--- src/rtl/ivw_consts.svh ---
// Constants of the interrupt vector and watchdog time-out block.
// Assumes inclusion by bare name from the rtl folder.
`ifndef IVW_CONSTS_SVH
`define IVW_CONSTS_SVH

// ----------------------------------------------------------------
// Register byte addresses
// ----------------------------------------------------------------
`define IVW_OFS_CTRL    8'h00
`define IVW_OFS_CAUSE   8'h04
`define IVW_OFS_STAT    8'h08
`define IVW_OFS_MASK    8'h0c

// ----------------------------------------------------------------
// Dog control register fields
// ----------------------------------------------------------------
`define IVW_CT_FLAG     7
`define IVW_CT_IE       6
`define IVW_CT_TS3      5
`define IVW_CT_UNLOCK   4
`define IVW_CT_EN       3
`define IVW_CT_TS2      2
`define IVW_CT_TS0      0

// ----------------------------------------------------------------
// Reset cause register fields
// ----------------------------------------------------------------
`define IVW_RC_DOG      3
`define IVW_RC_BROWN    2
`define IVW_RC_EXT      1
`define IVW_RC_POWER    0

// ----------------------------------------------------------------
// Source bit positions; vector address is position plus one
// ----------------------------------------------------------------
`define IVW_SRC_EXT0    4'h0
`define IVW_SRC_PCA     4'h1
`define IVW_SRC_PCB     4'h2
`define IVW_SRC_DOG     4'h3
`define IVW_SRC_T16CAP  4'h4
`define IVW_SRC_T16OVF  4'h7
`define IVW_SRC_T8CMPA  4'h8
`define IVW_SRC_T8OVF   4'ha
`define IVW_SRC_SEROVF  4'hf
`define IVW_RESET_VEC   16'h0000
`define IVW_VEC_STEP    16'h0001

// ----------------------------------------------------------------
// Time-out select and unlock window
// ----------------------------------------------------------------
`define IVW_TS_LAST     4'h9
`define IVW_TS_RESET    4'h0
`define IVW_UNLOCK_CYC  3'h4
`define IVW_BASE_CYC    2048

`endif

--- src/rtl/ivw_placeholder_unused.sv ---
`timescale 1ns/1ps
// Intentionally empty.

--- src/rtl/ivw_pkg.sv ---
// Types shared by the interrupt vector and watchdog block.
// Assumes the constants header supplies all numbers.
package ivw_pkg;

    // ------------------------------------------------------------
    // Watchdog running mode
    // ------------------------------------------------------------
    typedef enum logic [1:0]
    {
        ivw_dog_stopped,
        ivw_dog_irq,
        ivw_dog_irq_then_reset,
        ivw_dog_reset
    } ivw_dog_mode_t;

endpackage

--- src/rtl/ivw_prio.sv ---
// Lowest-index priority picker over a request vector.
// Assumes requests come from logic on the same clock.
`timescale 1ns/1ps

module ivw_prio
#(
    parameter int N = 16
)
(
    // Requests
    input  wire logic [N-1:0]         req_in,
    // Choice
    output logic      [$clog2(N)-1:0] idx_out,
    output logic                      valid_out
);

    initial
    begin
        if (N < 2)
            $error("ivw_prio needs at least two requests.");
    end

    always_comb
    begin
        idx_out   = '0;
        valid_out = 1'b0;
        for (int i = N - 1; i >= 0; i--)
        begin
            if (req_in[i])
            begin
                idx_out   = i[$clog2(N)-1:0];
                valid_out = 1'b1;
            end
        end
    end

endmodule

--- src/rtl/ivw_top.sv ---
// Interrupt vector dispatch and watchdog time-out with APB registers.
// Assumes an APB master on mclk_in and a slow watchdog oscillator pin.
//
// Local design decisions: the APB interface to the registers and the address map.
`timescale 1ns/1ps
`include "ivw_consts.svh"

module ivw_top
#(
    parameter int BASE_CYC = `IVW_BASE_CYC,
    parameter int CNT_W    = 21
)
(
    // Clock and reset
    input  wire logic        mclk_in,
    input  wire logic        sys_rst_in,
    // APB slave
    input  wire logic        psel_in,
    input  wire logic        penable_in,
    input  wire logic        pwrite_in,
    input  wire logic [7:0]  paddr_in,
    input  wire logic [31:0] pwdata_in,
    output logic      [31:0] prdata_out,
    output logic             pready_out,
    output logic             pslverr_out,
    // Sources and reset causes, one-cycle pulses
    input  wire logic [15:0] src_in,
    input  wire logic        ext_rst_in,
    input  wire logic        por_in,
    input  wire logic        bor_in,
    // Core side
    input  wire logic        dog_kick_in,
    input  wire logic        vec_ack_in,
    output logic             vec_valid_out,
    output logic      [15:0] vec_addr_out,
    output logic             dog_reset_out,
    output logic             irq_out,
    // Watchdog oscillator pin
    input  wire logic        dog_osc_in
);

    initial
    begin
        if (CNT_W < 2 || BASE_CYC < 1 ||
            (longint'(BASE_CYC) << `IVW_TS_LAST) >= (longint'(1) << CNT_W))
            $error("ivw_top counter too narrow for the time-out.");
    end

    // ------------------------------------------------------------
    // Functions
    // ------------------------------------------------------------
    function automatic logic [CNT_W-1:0] ts_cycles(input logic [3:0] s);
        logic [3:0] c;
        c = (s > `IVW_TS_LAST) ? `IVW_TS_LAST : s;
        return CNT_W'(longint'(BASE_CYC) << c);
    endfunction

    function automatic logic [15:0] w1c(input logic [15:0] cur,
                                        input logic [15:0] set,
                                        input logic [15:0] clr);
        return (cur & ~clr) | set;
    endfunction

    // ------------------------------------------------------------
    // Registers and nets
    // ------------------------------------------------------------
    logic [3:0]       ts;
    logic             en_q;
    logic             ie;
    logic             unlock;
    logic [2:0]       unlock_cnt;
    logic [3:0]       cause;
    logic [15:0]      stat;
    logic [15:0]      mask;
    logic [CNT_W-1:0] cnt;
    logic             osc_s1;
    logic             osc_s2;
    logic             osc_s3;
    logic             osc_lvl;
    logic             osc_tick;
    logic             en_eff;
    logic             acc;
    logic             wr;
    logic             rd;
    logic             hit;
    logic [31:0]      rdata;
    logic             timeout;
    logic             dog_irq_ev;
    logic             dog_rst_ev;
    logic             any_rst;
    logic [15:0]      set_v;
    logic [15:0]      clr_v;
    logic [15:0]      pend;
    logic [3:0]       pick;
    logic             pick_v;
    logic [3:0]       next_ts;
    logic             wr_ctrl;
    ivw_pkg::ivw_dog_mode_t mode;

    // ------------------------------------------------------------
    // APB decode
    // ------------------------------------------------------------
    assign acc     = psel_in & penable_in & pready_out;
    assign wr      = acc & pwrite_in;
    assign rd      = psel_in & penable_in & ~pready_out & ~pwrite_in;
    assign wr_ctrl = wr & (paddr_in == `IVW_OFS_CTRL);
    assign en_eff  = en_q | cause[`IVW_RC_DOG];

    always_comb
    begin
        hit   = 1'b1;
        rdata = 32'h0000_0000;
        unique case (paddr_in)
            `IVW_OFS_CTRL:
            begin
                rdata[`IVW_CT_FLAG]   = stat[`IVW_SRC_DOG];
                rdata[`IVW_CT_IE]     = ie;
                rdata[`IVW_CT_TS3]    = ts[3];
                rdata[`IVW_CT_UNLOCK] = unlock;
                rdata[`IVW_CT_EN]     = en_eff;
                rdata[`IVW_CT_TS2:`IVW_CT_TS0] = ts[2:0];
            end
            `IVW_OFS_CAUSE: rdata[3:0]  = cause;
            `IVW_OFS_STAT:  rdata[15:0] = stat;
            `IVW_OFS_MASK:  rdata[15:0] = mask;
            default:        hit = 1'b0;
        endcase
    end

    // One wait state: pready rises in the second access cycle.
    always_ff @(posedge mclk_in or posedge sys_rst_in)
    begin
        if (sys_rst_in)
        begin
            pready_out  <= 1'b0;
            pslverr_out <= 1'b0;
            prdata_out  <= 32'h0000_0000;
        end
        else
        begin
            pready_out  <= psel_in & penable_in & ~pready_out;
            pslverr_out <= psel_in & penable_in & ~pready_out & ~hit;
            if (rd)
                prdata_out <= rdata;
        end
    end

    // ------------------------------------------------------------
    // Watchdog oscillator synchroniser
    // ------------------------------------------------------------
    always_ff @(posedge mclk_in or posedge sys_rst_in)
    begin
        if (sys_rst_in)
        begin
            osc_s1  <= 1'b0;
            osc_s2  <= 1'b0;
            osc_s3  <= 1'b0;
            osc_lvl <= 1'b0;
        end
        else
        begin
            osc_s1 <= dog_osc_in;
            osc_s2 <= osc_s1;
            osc_s3 <= osc_s2;
            if (osc_s2 == osc_s3)
                osc_lvl <= osc_s3;
        end
    end

    assign osc_tick = (osc_s2 == osc_s3) & osc_s3 & ~osc_lvl;

    // ------------------------------------------------------------
    // Watchdog mode and counter
    // ------------------------------------------------------------
    always_comb
    begin
        unique case ({en_eff, ie})
            2'b00:   mode = ivw_pkg::ivw_dog_stopped;
            2'b01:   mode = ivw_pkg::ivw_dog_irq;
            2'b11:   mode = ivw_pkg::ivw_dog_irq_then_reset;
            2'b10:   mode = ivw_pkg::ivw_dog_reset;
        endcase
    end

    assign timeout    = osc_tick & (mode != ivw_pkg::ivw_dog_stopped) &
                        (cnt >= ts_cycles(ts) - CNT_W'(1));
    assign dog_irq_ev = timeout & ie;
    assign dog_rst_ev = timeout & ~ie;

    always_ff @(posedge mclk_in or posedge sys_rst_in)
    begin
        if (sys_rst_in)
            cnt <= '0;
        else if (dog_kick_in || timeout ||
                 mode == ivw_pkg::ivw_dog_stopped)
            cnt <= '0;
        else if (osc_tick)
            cnt <= cnt + CNT_W'(1);
    end

    // ------------------------------------------------------------
    // Dog control register and unlock window
    // ------------------------------------------------------------
    always_comb
    begin
        next_ts = ts;
        if (unlock)
            next_ts = {pwdata_in[`IVW_CT_TS3],
                       pwdata_in[`IVW_CT_TS2:`IVW_CT_TS0]};
    end

    always_ff @(posedge mclk_in or posedge sys_rst_in)
    begin
        if (sys_rst_in)
        begin
            unlock     <= 1'b0;
            unlock_cnt <= 3'h0;
        end
        else if (wr_ctrl && pwdata_in[`IVW_CT_UNLOCK] &&
                 pwdata_in[`IVW_CT_EN])
        begin
            unlock     <= 1'b1;
            unlock_cnt <= `IVW_UNLOCK_CYC;
        end
        else if (unlock_cnt == 3'h1)
        begin
            unlock     <= 1'b0;
            unlock_cnt <= 3'h0;
        end
        else if (unlock_cnt != 3'h0)
            unlock_cnt <= unlock_cnt - 3'h1;
    end

    // The select only moves inside the window, so an unlocking write
    // that carries a stray select cannot shorten the time-out.
    always_ff @(posedge mclk_in or posedge sys_rst_in)
    begin
        if (sys_rst_in)
            ts <= `IVW_TS_RESET;
        else if (wr_ctrl && !pwdata_in[`IVW_CT_UNLOCK])
            ts <= next_ts;
    end

    always_ff @(posedge mclk_in or posedge sys_rst_in)
    begin
        if (sys_rst_in)
            en_q <= 1'b0;
        else if (wr_ctrl && pwdata_in[`IVW_CT_EN])
            en_q <= 1'b1;
        else if (wr_ctrl && unlock && !cause[`IVW_RC_DOG])
            en_q <= 1'b0;
    end

    // Hardware drops the interrupt enable on a time-out with reset
    // armed, so the next time-out resets unless software re-arms.
    always_ff @(posedge mclk_in or posedge sys_rst_in)
    begin
        if (sys_rst_in)
            ie <= 1'b0;
        else if (dog_irq_ev && en_eff)
            ie <= 1'b0;
        else if (wr_ctrl)
            ie <= pwdata_in[`IVW_CT_IE];
    end

    // ------------------------------------------------------------
    // Reset cause flags: hardware set wins over a written zero
    // ------------------------------------------------------------
    always_ff @(posedge mclk_in or posedge sys_rst_in)
    begin
        if (sys_rst_in)
            cause <= 4'h0;
        else
        begin
            if (wr && paddr_in == `IVW_OFS_CAUSE)
                cause <= cause & pwdata_in[3:0];
            if (dog_rst_ev)
                cause[`IVW_RC_DOG] <= 1'b1;
            if (bor_in)
                cause[`IVW_RC_BROWN] <= 1'b1;
            if (ext_rst_in)
                cause[`IVW_RC_EXT] <= 1'b1;
            if (por_in)
                cause[`IVW_RC_POWER] <= 1'b1;
        end
    end

    // ------------------------------------------------------------
    // Interrupt status, mask and dispatch
    // ------------------------------------------------------------
    always_comb
    begin
        set_v = src_in;
        set_v[`IVW_SRC_DOG] = dog_irq_ev;
        clr_v = 16'h0000;
        if (wr && paddr_in == `IVW_OFS_STAT)
            clr_v = pwdata_in[15:0];
        if (wr_ctrl && pwdata_in[`IVW_CT_FLAG])
            clr_v[`IVW_SRC_DOG] = 1'b1;
        if (vec_ack_in && vec_valid_out)
            clr_v[pick] = 1'b1;
    end

    always_ff @(posedge mclk_in or posedge sys_rst_in)
    begin
        if (sys_rst_in)
            stat <= 16'h0000;
        else
            stat <= w1c(stat, set_v, clr_v);
    end

    always_ff @(posedge mclk_in or posedge sys_rst_in)
    begin
        if (sys_rst_in)
            mask <= 16'h0000;
        else if (wr && paddr_in == `IVW_OFS_MASK)
            mask <= pwdata_in[15:0];
    end

    // Masked sources never dispatch, so their slots stay plain code.
    assign pend = stat & mask;

    ivw_prio
    #(
        .N (16)
    )
    u_prio
    (
        .req_in    (pend),
        .idx_out   (pick),
        .valid_out (pick_v)
    );

    assign any_rst = dog_rst_ev | ext_rst_in | por_in | bor_in;

    // Vector address is the source position plus one: bit 0 is
    // external request zero, bits 1..2 the pin-change groups, bit 3
    // the dog time-out, bits 4..7 the 16-bit timer, bits 8..10 the
    // 8-bit timer, then comparator, converter, eeprom and serial.
    always_ff @(posedge mclk_in or posedge sys_rst_in)
    begin
        if (sys_rst_in)
        begin
            vec_valid_out <= 1'b0;
            vec_addr_out  <= `IVW_RESET_VEC;
        end
        else if (any_rst)
        begin
            vec_valid_out <= 1'b0;
            vec_addr_out  <= `IVW_RESET_VEC;
        end
        else
        begin
            vec_valid_out <= pick_v & ~(vec_ack_in & vec_valid_out);
            vec_addr_out  <= {12'h000, pick} + `IVW_VEC_STEP;
        end
    end

    always_ff @(posedge mclk_in or posedge sys_rst_in)
    begin
        if (sys_rst_in)
        begin
            dog_reset_out <= 1'b0;
            irq_out       <= 1'b0;
        end
        else
        begin
            dog_reset_out <= dog_rst_ev;
            // The written mask is used so the line tracks a mask write.
            irq_out       <= |(w1c(stat, set_v, clr_v) &
                               ((wr && paddr_in == `IVW_OFS_MASK) ?
                                pwdata_in[15:0] : mask));
        end
    end

endmodule

--- config.mk ---
export PLATFORM = sky130hd
export DESIGN_NAME = ivw_top
export DESIGN_NICKNAME = d
export VERILOG_FILES = /design/src/rtl/ivw_placeholder_unused.sv /design/src/rtl/ivw_pkg.sv /design/src/rtl/ivw_prio.sv /design/src/rtl/ivw_top.sv
export VERILOG_INCLUDE_DIRS = /design/src /design/src/rtl
export SDC_FILE = /design/constraint.sdc
export NUM_CORES = 1
export LEC_CHECK = 0
export BUFFER_PORTS_ARGS = -buffer_cell sky130_fd_sc_hd__buf_2
export CAP_MARGIN = 20
export CORE_ASPECT_RATIO = 0.9
export CORE_MARGIN = 5
export CORE_UTILIZATION = 55
export DETAILED_ROUTE_END_ITERATION = 8
export GPL_TIMING_DRIVEN = 0
export PLACE_DENSITY = 0.81
export SYNTH_ARGS = -nofsm -noshare
export SYNTH_HDL_FRONTEND = slang
export SYNTH_SLANG_ARGS = --single-unit
export TNS_END_PERCENT = 10
--- constraint.sdc ---
create_clock -name mclk_in -period 4.72 [get_ports mclk_in]
set_input_delay 0.944 -clock mclk_in [delete_from_list [all_inputs] [get_ports mclk_in]]
set_output_delay 0.944 -clock mclk_in [all_outputs]
set_load 0.01 [all_outputs]
Yosys cells after proc, flatten, opt, wreduce, memory -nomap -nowiden
Cells that the tools add are included.
{ "totals": {"regBits": 108, "in_bits": 67, "output_inout_bits": 53, "word_cells": 168} }
{ "classes": {"add_sub_neg": 4, "n_lt_le_gt_ge": 4, "n_eq_ne": 8, "n_shift": 1, "muxes": 62, "n_bitwise": 32, "n_reduce_logical": 34} }
{ "op_table": {"columns": ["cell", "n"], "rows": [
  ["$mux W4", 18],
  ["$and A16 B16 Y16", 3],
  ["$mux W16", 3],
  ["$mux W21", 2],
  ["$or A16 B16 Y16", 2],
  ["$mux W1", 30],
  ["$add A21 B1 Y21 const B", 1],
  ["$ge A21 B21 Y1", 1],
  ["$shl A12 B4 Y21 const A", 1],
  ["$sub A21 B1 Y21 const B", 1],
  ["$reduce_bool A2 Y1", 9],
  ["$eq A8 B4 Y1 const B", 2],
  ["$not A16 Y16", 1],
  ["$pmux W4 S4", 1],
  ["$pmux W8 S2", 1],
  ["$reduce_or A16 Y1", 1],
  ["$and A1 B1 Y1", 15],
  ["$logic_and A1 B1 Y1", 13],
  ["$pmux W4 S3", 1],
  ["$mux W3", 3],
  ["$eq A8 B3 Y1 const B", 1],
  ["$logic_not A8 Y1", 1],
  ["$pmux W2 S4", 1],
  ["$not A1 Y1", 6],
  ["other kinds (19)", 27]
]} }

Longest topological paths before layout
Gate-level depths: netlist of run 1.
{ "depth": {"ltp_word": 28, "ltp_mapped": 16, "mapped_depth_nobuf": 14} }

Modules after synthesis
From an unflattened synthesis of run 1, not the netlist that was laid out.
{ "unflattened": {"hier_cells": 549, "area_unflattened_um2": 5456.5} }
{ "by_module_without_submodules": {"columns": ["mod", "n_inst", "cells_per_inst", "area_per_inst_um2", "seq_area_each_um2"], "rows": [
  ["ivw_top", 1, 516, 5277.6, 2427.3],
  ["ivw_prio", 1, 33, 178.9, 0.0]
]} }

Least setup slack after synthesis of run 1
Ideal clock, no wire load.
{ "synth_path": {"path_type": "in2reg", "startpoint": "input port paddr_in[5]", "endpoint": "register irq_out", "setup_time_ns": 0.150, "t_arrival_ns": 2.959, "t_required_ns": 4.570, "setup_slack_ns": 1.611, "path_stages": 8, "path_buffers": 1, "cell_sequence": "or4_1 -> nor4_2 -> buf_2 -> nand2_1 -> a31o_2 -> a22o_1 -> nor4_2 -> o2111ai_1"} }
{ "synth_via": {"elab_chain_len": 11, "elab_cells_between_ends": 17, "cone_classes": "eq/ne (2); mux (4); bitwise (6); reduce/logical (5)"} }
{ "synth_lines": {"columns": ["element", "line", "text"], "rows": [
  ["start: declaration", "ivw_top.sv:21", "input wire logic [7:0] paddr_in,"],
  ["$eq A8 B4 Y1 or $logic_not A8 Y1 (tied branches)", null, null],
  ["$logic_and A1 B1 Y1 (no line) or $and A1 B1 Y1 (tied branches)", null, null],
  ["$mux W16 or $logic_and A1 B1 Y1 (tied branches)", "ivw_top.sv:296, ivw_top.sv:298", null],
  ["$mux W1", "ivw_top.sv:298", "if (wr_ctrl && pwdata_in[`IVW_CT_FLAG])"],
  ["$or A16 B16 Y16 (no line)", null, null],
  ["$mux W16", "ivw_top.sv:300", "if (vec_ack_in && vec_valid_out)"],
  ["$not A16 Y16", "ivw_top.sv:61", "return (cur & ~clr) | set;"],
  ["$and A16 B16 Y16", "ivw_top.sv:61", null],
  ["$or A16 B16 Y16", "ivw_top.sv:61", null],
  ["$and A16 B16 Y16 *", "ivw_top.sv:370", "irq_out <= |(w1c(stat, set_v, clr_v) &"],
  ["$reduce_or A16 Y1 *", "ivw_top.sv:370", null],
  ["end signal: assignment", "ivw_top.sv:370", null],
  ["end: declaration", "ivw_top.sv:37", "output logic irq_out,"]
]} }
Mark *: on every way between the ends. The rest lies on a longest branch, timed or not.
A chain may end at the register's enable or synchronous reset.

Worst setup path in the final report of run 1
{ "layout_path": {"startpoint": "register mask[7]", "endpoint": "register irq_out"} }
{ "layout_via": {"elab_chain_len": 20, "elab_cells_between_ends": 22, "cone_classes": "order compare (2); mux (12); bitwise (6); reduce/logical (2)"} }
{ "layout_lines": {"columns": ["element", "line", "text"], "rows": [
  ["start: declaration", "ivw_top.sv:74", "logic [15:0] mask;"],
  ["start signal: assignment", "ivw_top.sv:317", "mask <= pwdata_in[15:0];"],
  ["$and A16 B16 Y16", "ivw_top.sv:321", "assign pend = stat & mask;"],
  ["$mux W4 (8 in a row)", "ivw_prio.sv:29", "if (req_in[i])"],
  ["$lt A4 B5 Y1 (not written as such) or $ge A4 B1 Y1 (tied branches)", "ivw_top.sv:301", "clr_v[pick] = 1'b1;"],
  ["$logic_and A1 B1 Y1 (not written as such)", "ivw_top.sv:301", null],
  ["$mux W1 (not written as such)", "ivw_top.sv:301", null],
  ["$demux W1 S4", "ivw_top.sv:301", null],
  ["$or A16 B16 Y16 (no line)", null, null],
  ["$mux W16", "ivw_top.sv:300", null],
  ["$not A16 Y16", "ivw_top.sv:61", null],
  ["$and A16 B16 Y16", "ivw_top.sv:61", null],
  ["$or A16 B16 Y16", "ivw_top.sv:61", null],
  ["$and A16 B16 Y16 *", "ivw_top.sv:370", null],
  ["$reduce_or A16 Y1 *", "ivw_top.sv:370", null]
]} }
Marks and branches as above.

==> results.cfg, run 1 <==
[floorplan]
die_w_um = 114
start_util_pct = 55.8
die-height_um = 103
ios = 120
die_area_um2 = 11800
core-area_um2 = 9570
row_count = 34

[route]
firstDrtPassIters = 5
ant_nets = 0
drc_errors = 0
vias = 4528
post_drt_wl_per_cell_um = 16.5
wl_met2_mm = 5.73
dr.max_layer_used = met4
wl_mm = 13.1
drt-initial-drc-count = 311
vias_per_cell = 5.71
wl_met1_mm = 5.82
met3_length_mm = 1.30

[yosys]
synth_compound_area_share_pct = 14.8
synth_top_family_by_area = simple AND/OR/NAND/NOR gates
synthesis.instances = 550
synthAdderAreaFrac_pct = 4.69
yosysUniqueCellTypes = 52
synth_xor_area_share_pct = 3.61
synth_flop_cell = dfrtp_1
async_reset_ff_share_pct = 100
synth-simple-area-share_pct = 17.7
synth_area_um2 = 5340
synthMuxAreaShare_pct = 6.96
yosysSeqAreaShare_pct = 45.5
synth-edff-count = 0
synth-seq-cells = 97
yosys_warnings = 0
syn-mean-instance-area_um2 = 9.71

[clock_network]
cts_htree_levels = 3
post_cts_buffers = 0
clock_latency_ns = 0.38
path_clk_slew_ns = 0.10
cts_tree = done
cts_root_buf = clkbuf_8
cts_resized = 0
cts-hold-fix-buffers = 0
cts_buffers = 9
cts.sinks = 97
cts_buffer_depth = 2

[run]
cap_violations = 0

[timing]
tightest_slew_ns = 0.918
rsz0062_at_grt = false
timing.fmax_mhz = 257
report.final.slew_viol_count = 0
setup_viol = 0
min_period_ns = 3.89
relSlewSlack_pct = 38.2
period_share_pct = 82.4
hold_viol = 0
fin_setup_tns_ns = 0
clock_skew_ns = 0.0161

[cells_and_area]
drive_gt1_share_pct = 23.5
multi_input_comb_area_um2 = 2650
nets = 749
syn_to_final_growth_pct = 15.7
seqCellArea_um2 = 2430
nFillCells = 785
antenna_cells = 0
layout.cells.non_filler = 793
fin_util_pct = 64.6

[grt]
track_usage_pct = 23.0
grt_max_degree = 59
antenna_found_initial = 0
gr-total-overflow = 0
grt_pass1_wl_mm = 21.1
grt_pass1_vias = 4246

[critical_path]
critPathMaxStageDelay_ns = 0.66
slowest_stage = a2111oi_0
cp_num_cells = 13
cp_max_fo = 5
cp_top_family = compound AO/OA/AOI/OAI gates
required_ns = 4.91
critPathBufInv = 0
crit_chain = nand2_1, a32oi_1, a21oi_1, a221oi_1, a221oi_1, a21oi_1, ha_1, and3_1, nand4_1, a31o_2, and2_1, a2111oi_0, o2111ai_1
reg2reg_depth = 13
cp-start-kind = flip-flop
crit_path_end_kind = flip-flop
critical_path_class = reg -> reg
worstPathArrival_ns = 4.08

[power_and_ir_drop]
p_leak_nw = 2.95
p_per_area_nw_per_um2 = 255
power_switching_share_pct = 27.9
p_seq_share_pct = 55.0
switchingPower_mw = 0.440
combPwrFrac_pct = 12.0
p_int_mw = 1.13
irDropWorstVdd_uv = 183
p_clk_share_pct = 32.9

[worst_hold_path]
hold_class = reg -> reg
min_path_cells = 0

[place]
numPortBuffers = 74
dp_hpwl_mm = 10.2
globalplace.congestion = 0.948
dpl.cell_count = 777

[outcome]
status = finished, final reports clean
-- stage by stage --
step	setup WS, ns	hold slack [ns]	total power, mW	area (um2)
floorplan	1.24	0.331	1.01	5440
global placement	0.262	0.334	1.06	5970
detailed placement	0.660	0.346	1.07	6000
CTS	0.986	0.368	1.58	6180
global route	0.677	0.387	1.65	6180
finish	0.833	0.366	1.57	6180
-- synthesized netlist by cell type (all sizes together) (8+ instances only) --
master  instances  area (um2)
buf            33         229
nand4           9        56.3
a22o            9        78.8
clkbuf         12        45.0
o21ai          31         155
mux2           19         214
mux2i           9        90.1
a22oi          15         113
nand2          62         233
xnor2           8        70.1
dfrtp          97        2430
a21oi          13        65.1
inv            22        82.6
nor2           51         191
ha             20         250
nand2b          9        56.3
nand3          18        90.1
xor2           14         123
nor3           10        50.1
-- cells in the final DEF, fill, tap and decap left out, types with 10 or more instances in the layout --
cell / instances
nand3_1: 18
a22oi_1: 15
inv_1: 21
mux2_2: 19
ha_1: 20
buf_4: 27
dfrtp_1: 97
nor3_1: 10
nand2_1: 62
clkbuf_1: 12
conb_1: 28
buf_2: 77
nor2_1: 51
o21ai_0: 30
xor2_1: 14
a21oi_1: 13
-- path summary, 6_finish.rpt --
kind	from	to	slack (ns)
setup reg to reg	mask[7]$_DFF_PP0_	irq_out$_DFF_PP0_	0.83
hold / removal	osc_s1$_DFF_PP0_	osc_s2$_DFF_PP0_	0.37
hold reg to reg	osc_s1$_DFF_PP0_	osc_s2$_DFF_PP0_	0.37
min in group asynchronous	sys_rst_in	vec_addr_out[3]$_DFF_PP0_	0.60
max in group asynchronous	sys_rst_in	pslverr_out$_DFF_PP0_	3.47
setup / recovery	mask[7]$_DFF_PP0_	irq_out$_DFF_PP0_	0.83
-- power by group through the flow --
stage / clock network (mW) / logic, mW / registers [mW]
CTS: 0.527 / 0.190 / 0.867
global placement: 0 / 0.177 / 0.881
floorplan: 0 / 0.130 / 0.881
detailed placement: 0 / 0.190 / 0.883
global route: 0.560 / 0.216 / 0.869
finish: 0.519 / 0.189 / 0.867
-- kinds of logic after synthesis --
group,Yosys count
buf+inv,67
fa+ha+maj,20
xor+xnor,22
flops,97
simple gates,197
other cells,2
mux,31
compound gates,114
-- area by class of cell --
type	count	share of cell area, %
clock buffers	9	2.00
clock inverters	7	0.992
multi-input cells	412	42.9
repair buffers	75	6.44
flip-flops and latches	97	39.3
plain buffers	45	4.43
inverters	22	1.38
well taps	126	2.55
-- per-layer routing --
layer / global-route usage [%] / vias up
met5: 0 / -
met4: 7.31 / 0
met3: 5.41 / 22
met2: 34.9 / 234
met1: 33.0 / 2148
li1: - / 2124
-- registers in the layout, indices dropped and copies added (netlist names) --
| name | cells |
|---|---|
| osc_s2 | 1 |
| en_q | 1 |
| pready_out | 1 |
| ie | 1 |
| irq_out | 1 |
| osc_s3 | 1 |
| dog_reset_out | 1 |
| cnt | 21 |
| unlock_cnt | 3 |
| stat | 16 |
| pslverr_out | 1 |
| osc_lvl | 1 |
| unlock | 1 |
| ts | 4 |
| prdata_out | 16 |
| mask | 16 |
| cause | 4 |
| osc_s1 | 1 |
| vec_addr_out | 5 |
| vec_valid_out | 1 |
Note: power is estimated with default switching activity, not from simulation.
==> run 2, diff against run 1 <==
--- a/config.mk
+++ b/config.mk
@@ -10,10 +10,10 @@
 export CAP_MARGIN = 20
 export CORE_ASPECT_RATIO = 0.9
 export CORE_MARGIN = 5
-export CORE_UTILIZATION = 55
+export CORE_UTILIZATION = 49
 export DETAILED_ROUTE_END_ITERATION = 8
 export GPL_TIMING_DRIVEN = 0
-export PLACE_DENSITY = 0.81
+export PLACE_DENSITY = 0.76
 export SYNTH_ARGS = -nofsm -noshare
 export SYNTH_HDL_FRONTEND = slang
 export SYNTH_SLANG_ARGS = --single-unit
==> constraint.sdc (replaced) <==
create_clock -name mclk_in -period 3.46 [get_ports mclk_in]
set_input_delay 0.692 -clock mclk_in [delete_from_list [all_inputs] [get_ports mclk_in]]
set_output_delay 0.692 -clock mclk_in [all_outputs]
set_load 0.01 [all_outputs]
==> results.cfg, run 2 (synthesis gave the netlist of run 1 again) <==
[outcome]
status = finished, final reports clean

[route]
ant_nets = 0
post_drt_wl_per_cell_um = 16.9
firstDrtPassIters = 6
drt-initial-drc-count = 442
drc_errors = 0
vias_per_cell = 5.69
wl_mm = 13.6
vias = 4565

[cells_and_area]
layout_common_cells = dfrtp_1, buf_2, nand2_1
regMostFlops = cnt
finalInstanceArea_um2 = 6410
nets = 752
layout_commonest_cell = dfrtp_1
layout.cells.non_filler = 802
antenna_cells = 0
drive_gt1_share_pct = 27.1
largest_register_ffs = 21
syn_to_final_growth_pct = 20.0

[timing]
timing.fmax_mhz = 300
period_share_pct = 96.3
clock_skew_ns = 0.00854
rsz0062_at_grt = false
relSlewSlack_pct = 39.7
setup_viol = 0
hold_viol = 0
report.final.slew_viol_count = 0
fin_setup_tns_ns = 0
min_period_ns = 3.33
tightest_slew_ns = 0.898

[critical_path]
crit_path_start = mask[14]$_DFF_PP0_
critical_path_class = reg -> reg
required_ns = 3.64
rr_startpoint = mask[14]$_DFF_PP0_
cp_max_fo = 5
worstPathArrival_ns = 3.52
crit_path_end_kind = flip-flop
cp-start-kind = flip-flop
timing.reg2reg.setup_slack_ns = 0.13

[grt]
grt_pass1_vias = 4377
gr-total-overflow = 0
grt_pass1_wl_mm = 22.2
track_usage_pct = 21.5
grt_max_degree = 57
antenna_found_initial = 0

[clock_network]
cts_tree = done
cts_htree_levels = 3
cts.sinks = 97
cts_buffer_depth = 2
cts_root_buf = clkbuf_16
clock_latency_ns = 0.34
path_clk_slew_ns = 0.07
cts_buffers = 9
cts-hold-fix-buffers = 0

[power_and_ir_drop]
p_seq_share_pct = 50.2
p_leak_nw = 3.03
power_switching_share_pct = 25.4
p_clk_share_pct = 38.6
combPwrFrac_pct = 11.2
irDropWorstVdd_uv = 277
p_per_area_nw_per_um2 = 368
p_int_mw = 1.76
switchingPower_mw = 0.598

[worst_hold_path]
hold_class = reg -> reg
holdCritStartpoint = osc_s1$_DFF_PP0_

[floorplan]
die_w_um = 120
core-area_um2 = 10800
die_area_um2 = 13100
ios = 120
die-height_um = 109
row_count = 36
start_util_pct = 49.6

[place]
dp_hpwl_mm = 10.3
globalplace.congestion = 0.920
dpl.cell_count = 784
place_area_um2 = 6000
numPortBuffers = 74

[run]
cap_violations = 0
-- run 2: repair_timing --
action / CTS / global route
pin swaps: 0 / 4
resized for setup: 6 / 23
buffers inserted: 0 / 5
setup endpoints to repair: 27 / 30
-- run 2: critical path: stages (launching register included) --
cell,delay (ns)
dfrtp_1,0.40
nand2_1,0.07
a32o_1,0.25
a22oi_1,0.18
o21ai_1,0.11
a221oi_2,0.31
a21oi_2,0.12
inv_1,0.11
ha_2,0.20
nand3_2,0.09
or4_4,0.45
a31o_1,0.24
a22o_1,0.28
nor4_4,0.17
o2111ai_2,0.18
-- run 2: stage by stage --
stage	setup slack, ns	total power [mW]	utilization, %	hold slack, ns
2_1_floorplan	0.234	1.38	-	0.331
3_3_place_gp	-0.772	1.44	55.5	0.336
3_5_place_dp	-0.265	1.46	55.8	0.338
4_1_cts	-0.0550	2.37	58.5	0.352
5_1_grt	0.00238	2.47	59.5	0.371
6_report	0.128	2.36	59.5	0.350
-- run 2: layout make-up --
type	instances	area (um2)
Buffer	43	269
Clock buffer	10	229
Clock inverter	5	33.8
Fill cell	936	4360
Inverter	22	85.1
Multi-Input combinational cell	412	2760
Sequential cell	97	2430
Tap cell	133	166
Timing Repair Buffer	80	435
-- run 2: final timing paths --
path / end / cells after the start
setup / recovery: irq_out$_DFF_PP0_ / 14
hold / removal: osc_s2$_DFF_PP0_ / 0
setup reg to reg: irq_out$_DFF_PP0_ / 14
hold reg to reg: osc_s2$_DFF_PP0_ / 0
max in group asynchronous: stat[7]$_DFF_PP0_ / 3
min in group asynchronous: cnt[6]$_DFFE_PP0P_ / 2
-- run 2: power groups by stage --
stage	Sequential [mW]	Combinational [mW]	Clock [mW]
after CTS	1.18	0.262	0.923
after floorplan	1.20	0.178	0
after global routing	1.19	0.302	0.979
after global placement	1.20	0.242	0
after detailed placement	1.20	0.260	0
final	1.18	0.265	0.911
-- run 2: routing by layer --
layer  share of wire, %  track usage [%]  up-vias
li1                   -                -     2151
met2                 44             32.4      237
met5                  0                0        -
met3                9.6             4.82       32
met1                 44             31.3     2145
met4                2.0             6.13        0
